[src/rtl/gpio_port_pkg.sv]
package gpio_port_pkg;

   // ****************************************
   // Register offsets (byte addresses)
   // ****************************************
   localparam int ADDR_W = 8;
   localparam logic [7:0] OFS_PIN_DATA = 8'h00;
   localparam logic [7:0] OFS_OUTPUT_ENABLE = 8'h04;
   localparam logic [7:0] OFS_FUNCTION_SELECT = 8'h08;
   localparam logic [7:0] OFS_OPEN_DRAIN = 8'h28;
   localparam logic [7:0] OFS_PULLUP_ENABLE = 8'h2c;
   localparam logic [7:0] OFS_PULLDOWN_ENABLE = 8'h30;
   localparam logic [7:0] OFS_INPUT_ENABLE = 8'h38;
   localparam logic [7:0] OFS_STANDBY_CONTROL = 8'h40;

   // ****************************************
   // Reset values and implemented-bit masks
   // ****************************************
   localparam logic [7:0] RST_PIN_DATA = 8'h00;
   localparam logic [7:0] RST_OUTPUT_ENABLE = 8'h01;
   localparam logic [7:0] RST_FUNCTION_SELECT = 8'h03;
   localparam logic [7:0] RST_OPEN_DRAIN = 8'h00;
   localparam logic [7:0] RST_PULLUP_ENABLE = 8'h01;
   localparam logic [7:0] RST_PULLDOWN_ENABLE = 8'h02;
   localparam logic [7:0] RST_INPUT_ENABLE = 8'h03;
   localparam logic RST_DRIVE_ENABLE = 1'b0;
   localparam logic [7:0] MASK_FUNCTION_SELECT = 8'h7f;
   localparam logic [7:0] MASK_PULLUP_ENABLE = 8'hfd;
   localparam logic [7:0] MASK_PULLDOWN_ENABLE = 8'h02;

   // Standby control fields
   localparam int DRIVE_ENABLE_BIT = 0;
   localparam int STOP_MODE_BIT = 1;

   // Pin roles
   localparam int DEBUG_DATA_PIN = 0;
   localparam int DEBUG_CLOCK_PIN = 1;

endpackage

[src/rtl/gpio_port_pin_config.sv]
`timescale 1ns/1ps
// How it works
// - Data register: read pins, write output values
// - Separate per-bit output and input gates
// - Function bit one routes peripheral function
// - Open-drain bit one disables output buffer
// - Per-bit pull-up enable register, bit 1 not implemented
// - Pull-down enable register, bit 1 only
// - Inputs disabled after reset except debug
// - Stop with drive enable keeps enables
// - Stop without drive enable kills I/O
// - Interrupt pins keep input in stop
// - Debug data output in stop only when valid
// - Eight-bit port, per-bit direction
// - Pins selectable for debug and trace
// - Bit 0 debug data, in/out/pull-up on
// - Bit 1 debug clock, input, pull-down
// - Bits 2-7 plain port, all disabled
// - Debug data output kept in stop while its data is valid
// - Registers at fixed port offsets
// - Control line true open-drain, no pull
module gpio_port_pin_config #(
   parameter int WIDTH = 8,
   parameter logic [7:0] IRQ_PIN_MASK = 8'h00
) (
   input wire logic sys_clk_i,
   input wire logic rst_n_i,
   input wire logic [7:0] addr_i,
   input wire logic [31:0] wdata_i,
   input wire logic wr_i,
   input wire logic rd_i,
   output logic [31:0] rdata_o,
   input wire logic stop_mode_i,
   input wire logic [WIDTH-1:0] periph_out_i,
   input wire logic [WIDTH-1:0] periph_oe_i,
   input wire logic debug_data_valid_i,
   output logic [WIDTH-1:0] periph_in_o,
   input wire logic [WIDTH-1:0] pin_i,
   output logic [WIDTH-1:0] pin_o,
   output logic [WIDTH-1:0] pin_oe_n_o,
   output logic [WIDTH-1:0] pin_pullup_o,
   output logic [WIDTH-1:0] pin_pulldown_o,
   output logic [WIDTH-1:0] pin_input_en_o,
   input wire logic control_line_i,
   output logic control_line_oe_n_o,
   output logic control_line_in_o
);

   // ****************************************
   // Elaboration checks
   // ****************************************
   if (WIDTH != 8) begin : g_width_check
      $error("gpio_port_pin_config supports an 8-bit port only");
   end

   // ****************************************
   // Registers
   // ****************************************
   logic [7:0] pin_data_reg;
   logic [7:0] output_enable_reg;
   logic [7:0] function_select_reg;
   logic [7:0] open_drain_reg;
   logic [7:0] pullup_enable_reg;
   logic [7:0] pulldown_enable_reg;
   logic [7:0] input_enable_reg;
   logic drive_enable_reg;
   logic control_drive_low_reg;
   logic [31:0] rdata_reg;
   logic [7:0] pin_meta_reg;
   logic [7:0] pin_sync_reg;
   logic ctl_meta_reg;
   logic ctl_sync_reg;
   logic [7:0] in_gate;
   logic [7:0] out_gate;
   logic [7:0] out_value;

   // Per-pin gating: normal, then stop-mode overrides
   genvar gi;
   for (gi = 0; gi < WIDTH; gi++) begin : g_pin
      logic use_func;
      logic oe_req;
      logic in_req;
      assign use_func = function_select_reg[gi];
      // Peripheral owns value and gates the enable when selected
      assign oe_req = output_enable_reg[gi] & ~open_drain_reg[gi]
                      & (use_func ? periph_oe_i[gi] : 1'b1);
      assign in_req = input_enable_reg[gi];
      assign out_value[gi] = use_func ? periph_out_i[gi] : pin_data_reg[gi];
      always_comb begin
         in_gate[gi] = in_req;
         out_gate[gi] = oe_req;
         if (stop_mode_i) begin
            if (drive_enable_reg) begin
               in_gate[gi] = in_req;
               out_gate[gi] = oe_req;
            end else begin
               in_gate[gi] = 1'b0;
               out_gate[gi] = 1'b0;
            end
            // Wake-up pins must stay listening in stop
            if (IRQ_PIN_MASK[gi] && use_func && in_req) begin
               in_gate[gi] = 1'b1;
            end
            // Debug data only drives while its data is valid
            if (gi == gpio_port_pkg::DEBUG_DATA_PIN && use_func && output_enable_reg[gi]) begin
               out_gate[gi] = oe_req & debug_data_valid_i;
            end
         end
      end
   end

   // ****************************************
   // Pin outputs
   // ****************************************
   // Output enable active low: low while driving
   assign pin_o = out_value;
   assign pin_oe_n_o = ~out_gate;
   assign pin_input_en_o = in_gate;
   assign pin_pullup_o = pullup_enable_reg;
   assign pin_pulldown_o = pulldown_enable_reg;
   assign periph_in_o = pin_sync_reg & in_gate;

   // Control line: never drives high, no pull
   assign control_line_oe_n_o = ~control_drive_low_reg;
   assign control_line_in_o = ctl_sync_reg;

   assign rdata_o = rdata_reg;

   // ****************************************
   // Input synchronisers
   // ****************************************
   // Pins are asynchronous; two stages before any use
   always_ff @(posedge sys_clk_i or negedge rst_n_i) begin
      if (!rst_n_i) begin
         pin_meta_reg <= 8'h00;
         pin_sync_reg <= 8'h00;
         ctl_meta_reg <= 1'b1;
         ctl_sync_reg <= 1'b1;
      end else begin
         pin_meta_reg <= pin_i;
         pin_sync_reg <= pin_meta_reg;
         ctl_meta_reg <= control_line_i;
         ctl_sync_reg <= ctl_meta_reg;
      end
   end

   // ****************************************
   // Register writes
   // ****************************************
   always_ff @(posedge sys_clk_i or negedge rst_n_i) begin
      if (!rst_n_i) begin
         pin_data_reg <= gpio_port_pkg::RST_PIN_DATA;
         output_enable_reg <= gpio_port_pkg::RST_OUTPUT_ENABLE;
         function_select_reg <= gpio_port_pkg::RST_FUNCTION_SELECT;
         open_drain_reg <= gpio_port_pkg::RST_OPEN_DRAIN;
         pullup_enable_reg <= gpio_port_pkg::RST_PULLUP_ENABLE;
         pulldown_enable_reg <= gpio_port_pkg::RST_PULLDOWN_ENABLE;
         input_enable_reg <= gpio_port_pkg::RST_INPUT_ENABLE;
         drive_enable_reg <= gpio_port_pkg::RST_DRIVE_ENABLE;
         control_drive_low_reg <= 1'b0;
      end else if (wr_i) begin
         case (addr_i)
            gpio_port_pkg::OFS_PIN_DATA: begin
               pin_data_reg <= wdata_i[7:0];
            end
            gpio_port_pkg::OFS_OUTPUT_ENABLE: begin
               output_enable_reg <= wdata_i[7:0];
            end
            gpio_port_pkg::OFS_FUNCTION_SELECT: begin
               function_select_reg <= wdata_i[7:0] & gpio_port_pkg::MASK_FUNCTION_SELECT;
            end
            gpio_port_pkg::OFS_OPEN_DRAIN: begin
               open_drain_reg <= wdata_i[7:0];
            end
            gpio_port_pkg::OFS_PULLUP_ENABLE: begin
               pullup_enable_reg <= wdata_i[7:0] & gpio_port_pkg::MASK_PULLUP_ENABLE;
            end
            gpio_port_pkg::OFS_PULLDOWN_ENABLE: begin
               pulldown_enable_reg <= wdata_i[7:0] & gpio_port_pkg::MASK_PULLDOWN_ENABLE;
            end
            gpio_port_pkg::OFS_INPUT_ENABLE: begin
               input_enable_reg <= wdata_i[7:0];
            end
            gpio_port_pkg::OFS_STANDBY_CONTROL: begin
               drive_enable_reg <= wdata_i[gpio_port_pkg::DRIVE_ENABLE_BIT];
               control_drive_low_reg <= wdata_i[gpio_port_pkg::STOP_MODE_BIT];
            end
            default: begin
            end
         endcase
      end
   end

   // ****************************************
   // Register reads, data one cycle later
   // ****************************************
   // Unmapped addresses read zero; the data register shows synced pin levels of input-enabled pins, others zero
   always_ff @(posedge sys_clk_i or negedge rst_n_i) begin
      if (!rst_n_i) begin
         rdata_reg <= 32'h0000_0000;
      end else if (rd_i) begin
         case (addr_i)
            gpio_port_pkg::OFS_PIN_DATA: begin
               rdata_reg <= {24'h00_0000, (pin_sync_reg & in_gate)};
            end
            gpio_port_pkg::OFS_OUTPUT_ENABLE: begin
               rdata_reg <= {24'h00_0000, output_enable_reg};
            end
            gpio_port_pkg::OFS_FUNCTION_SELECT: begin
               rdata_reg <= {24'h00_0000, function_select_reg};
            end
            gpio_port_pkg::OFS_OPEN_DRAIN: begin
               rdata_reg <= {24'h00_0000, open_drain_reg};
            end
            gpio_port_pkg::OFS_PULLUP_ENABLE: begin
               rdata_reg <= {24'h00_0000, pullup_enable_reg};
            end
            gpio_port_pkg::OFS_PULLDOWN_ENABLE: begin
               rdata_reg <= {24'h00_0000, pulldown_enable_reg};
            end
            gpio_port_pkg::OFS_INPUT_ENABLE: begin
               rdata_reg <= {24'h00_0000, input_enable_reg};
            end
            gpio_port_pkg::OFS_STANDBY_CONTROL: begin
               rdata_reg <= {30'h0000_0000, control_drive_low_reg, drive_enable_reg};
            end
            default: begin
               rdata_reg <= 32'h0000_0000;
            end
         endcase
      end else begin
         rdata_reg <= 32'h0000_0000;
      end
   end

endmodule

[config.mk]
export PLATFORM = sky130hd
export DESIGN_NAME = gpio_port_pin_config
export DESIGN_NICKNAME = d
export VERILOG_FILES = /design/src/rtl/gpio_port_pkg.sv /design/src/rtl/gpio_port_pin_config.sv
export SDC_FILE = /design/constraint.sdc
export NUM_CORES = 1
export LEC_CHECK = 0
export BUFFER_PORTS_ARGS = -buffer_cell sky130_fd_sc_hd__buf_2
export CORE_MARGIN = 2
export CORE_UTILIZATION = 43
export DETAILED_ROUTE_END_ITERATION = 7
export PLACE_DENSITY = 0.79
export SKIP_LAST_GASP = 1
export SLEW_MARGIN = 40
export SYNTH_ARGS = -nofsm -noshare
export SYNTH_HDL_FRONTEND = slang
export SYNTH_SLANG_ARGS = --single-unit
[constraint.sdc]
create_clock -name sys_clk_i -period 3.5 [get_ports sys_clk_i]
set_input_delay 0.525 -clock sys_clk_i [delete_from_list [all_inputs] [get_ports sys_clk_i]]
set_output_delay 0.525 -clock sys_clk_i [all_outputs]
set_load 0.01 [all_outputs]
==> impl_metrics.json <==
{
  "status": "completed",
  "synthCells": 285,
  "synth_compound_area_frac": 0.0651,
  "setup_violations": 0,
  "drv_slew": 0,
  "clk_pin_slew_worst_paths_ps": 70,
  "die_y_um": 95.2,
  "synth-seq-cells": 75,
  "layout_commonest_cell": "buf_2",
  "cts_hold_buf": 0,
  "r2r_slack_ps": 1540,
  "die-area_um2": 9060,
  "reg2reg_from": "drive_enable_reg",
  "track_usage": 0.190,
  "setup_tns_ps": 0,
  "place_area_um2": 4050,
  "cts_setup_buffers": 0,
  "drive_gt1_frac": 0.486,
  "final_util": 0.524,
  "synthMuxAreaShare": 0.179,
  "finClkSkew_ps": 6.48,
  "dr_total_vias": 2614,
  "ant_nets": 0,
  "start_kind": "flop",
  "drc_errors": 0,
  "hold_path_class": "in -> async",
  "cts_tree": "built",
  "tightest_slew_ps": 805,
  "ctsLongestPathBuffers": 2,
  "grt_start_max_net_pins": 76,
  "total_power_mw": 1.82,
  "start_util": 0.440,
  "synthAdderAreaFrac": 0,
  "async_flop_share": 1.00,
  "synth_warnings": 0,
  "n_antenna_cell": 0,
  "routabilityCongestion": 0.831,
  "hold_viol_final": 0,
  "r2r_end": "rdata_o[3]",
  "clk-insertion-delay-late_ps": 350,
  "timing.fmax_ghz": 0.415,
  "reg2reg_depth": 4,
  "synth_top_family_by_area": "multiplexers",
  "layout_min_cycle_time_ps": 2410,
  "leakagePower_nw": 2.10,
  "antenna_found_initial": 0,
  "grt_pass1_vias": 2468,
  "stdcell_area_um2": 4270,
  "viasPerCell": 5.29,
  "worstSetupEndpointType": "output port",
  "layout_common_cells": "93 x buf_2, 66 x dfrtp_1, 56 x mux2_2, 32 x conb_1, 14 x nand2_1",
  "rows": 33,
  "ir_worst_vdd_uv": 243,
  "path_class": "reg -> out",
  "nets": 455,
  "htreeDepth": 3,
  "first_iter_violations": 210,
  "drt_first_pass_iters": 4,
  "cts_buffers": 9,
  "ios": 153,
  "grt_pass1_wl_um": 12800,
  "postSynthAreaPerCell_um2": 12.5,
  "dp_hpwl_um": 5980,
  "clock_sinks": 75,
  "slew_headroom": 0.463,
  "cp.arrival_ps": 1880,
  "cp_data_required_time_ps": 2970,
  "netlist_area_um2": 3580,
  "overflow": 0,
  "grt_setup_unrepaired": "false",
  "core_um2": 8130,
  "clock-root-buffer": "clkbuf_8",
  "ctsResizeCount": 0,
  "power_density_nw_per_um2": 426,
  "cap_violations": 0,
  "routed_wl_um": 8370,
  "ys.flop_type": "dfrtp_1",
  "fillCellCount": 702,
  "dieWidth_um": 95.2,
  "path_max_fanout": 21,
  "wl_per_cell_um": 17.0,
  "synth_edf_count": 0,
  "seq_area_frac_synth": 0.528,
  "period_share": 0.688,
  "synth_cell_types": 41,
  "syn_to_final_growth_pct": 19.3,
  "port_buffers": 94,
  "yosys.area_share.simple": 0.145,
  "synthXorXnorAreaFrac": 0
}
[area by class of cell]
type	count	area (um2)	share of cell area
Clock buffer	9	124	0.0290
Clock inverter	7	92.6	0.0217
Inverter	1	3.75	0.000880
Multi-Input combinational cell	198	1510	0.354
Sequential cell	75	1890	0.443
Tap cell	105	131	0.0308
Timing Repair Buffer	99	514	0.121
[critical path: stages (launching register included)]
cell and delay (ps):
dfrtp_1 420, nand2b_1 540, and3_1 430, buf_2 150
[power by group]
| group | internal (mW) | leakage, nW | switching, mW | total (mW) |
|---|---|---|---|---|
| combinational | 0.0689 | 1.03 | 0.0949 | 0.164 |
| sequential | 0.908 | 0.971 | 0.0255 | 0.933 |
| clock | 0.398 | 0.101 | 0.321 | 0.720 |
[routing by layer]
metal  vias to the layer above  global-route usage  wire length, um
met5                         -                   0                0
met4                         0              0.0676              180
met3                        15              0.0569              690
met2                       111               0.285             3860
met1                      1309               0.262             3640
li1                       1179                   -                -
[synthesized netlist by cell type, types with 3 or more instances]
cell / instances / area [um2]
or4_1: 4 / 30.0
a22oi_1: 10 / 75.1
and3_1: 6 / 37.5
buf_4: 33 / 248
nor2_1: 4 / 15.0
a31oi_1: 8 / 50.1
dfrtp_1: 66 / 1650
dfstp_2: 9 / 236
mux2_2: 56 / 631
buf_2: 6 / 30.0
nor3_1: 3 / 15.0
nor3b_1: 3 / 22.5
a222oi_1: 6 / 60.1
and2_1: 8 / 50.1
nand2b_1: 9 / 56.3
nand4b_1: 8 / 70.1
nor4_1: 3 / 18.8
nand2_1: 14 / 52.6
[cells by family (layout without fill, tap and decap cells)]
family	Yosys count	in the layout
buffers and inverters	43	116
AND/OR/NAND/NOR	78	78
other	1	32
flip-flops	75	75
multiplexers	57	57
AO/OA/AOI/OAI	31	31
[stage by stage]
step | setup WS [ps] | cells | hold WS (ps)
floorplan | 1340 | 316 | 229
global placement | 851 | 478 | 332
detailed placement | 827 | 478 | 336
CTS | 1030 | 494 | 215
global route | 933 | 494 | 241
finish | 1090 | 494 | 190
[worst max path at each step]
stage                                 from              endpoint  slack (ps)
after floorplan                  addr_i[5]  output_enable_reg[1]        1340
after global placement           addr_i[5]       pin_data_reg[6]         850
after detailed placement         addr_i[5]       pin_data_reg[5]         830
after CTS                 drive_enable_reg        periph_in_o[0]        1030
after global routing      drive_enable_reg        periph_in_o[7]         930
final                     drive_enable_reg        periph_in_o[7]        1090
No activity file was read; power rests on OpenSTA's default activity.
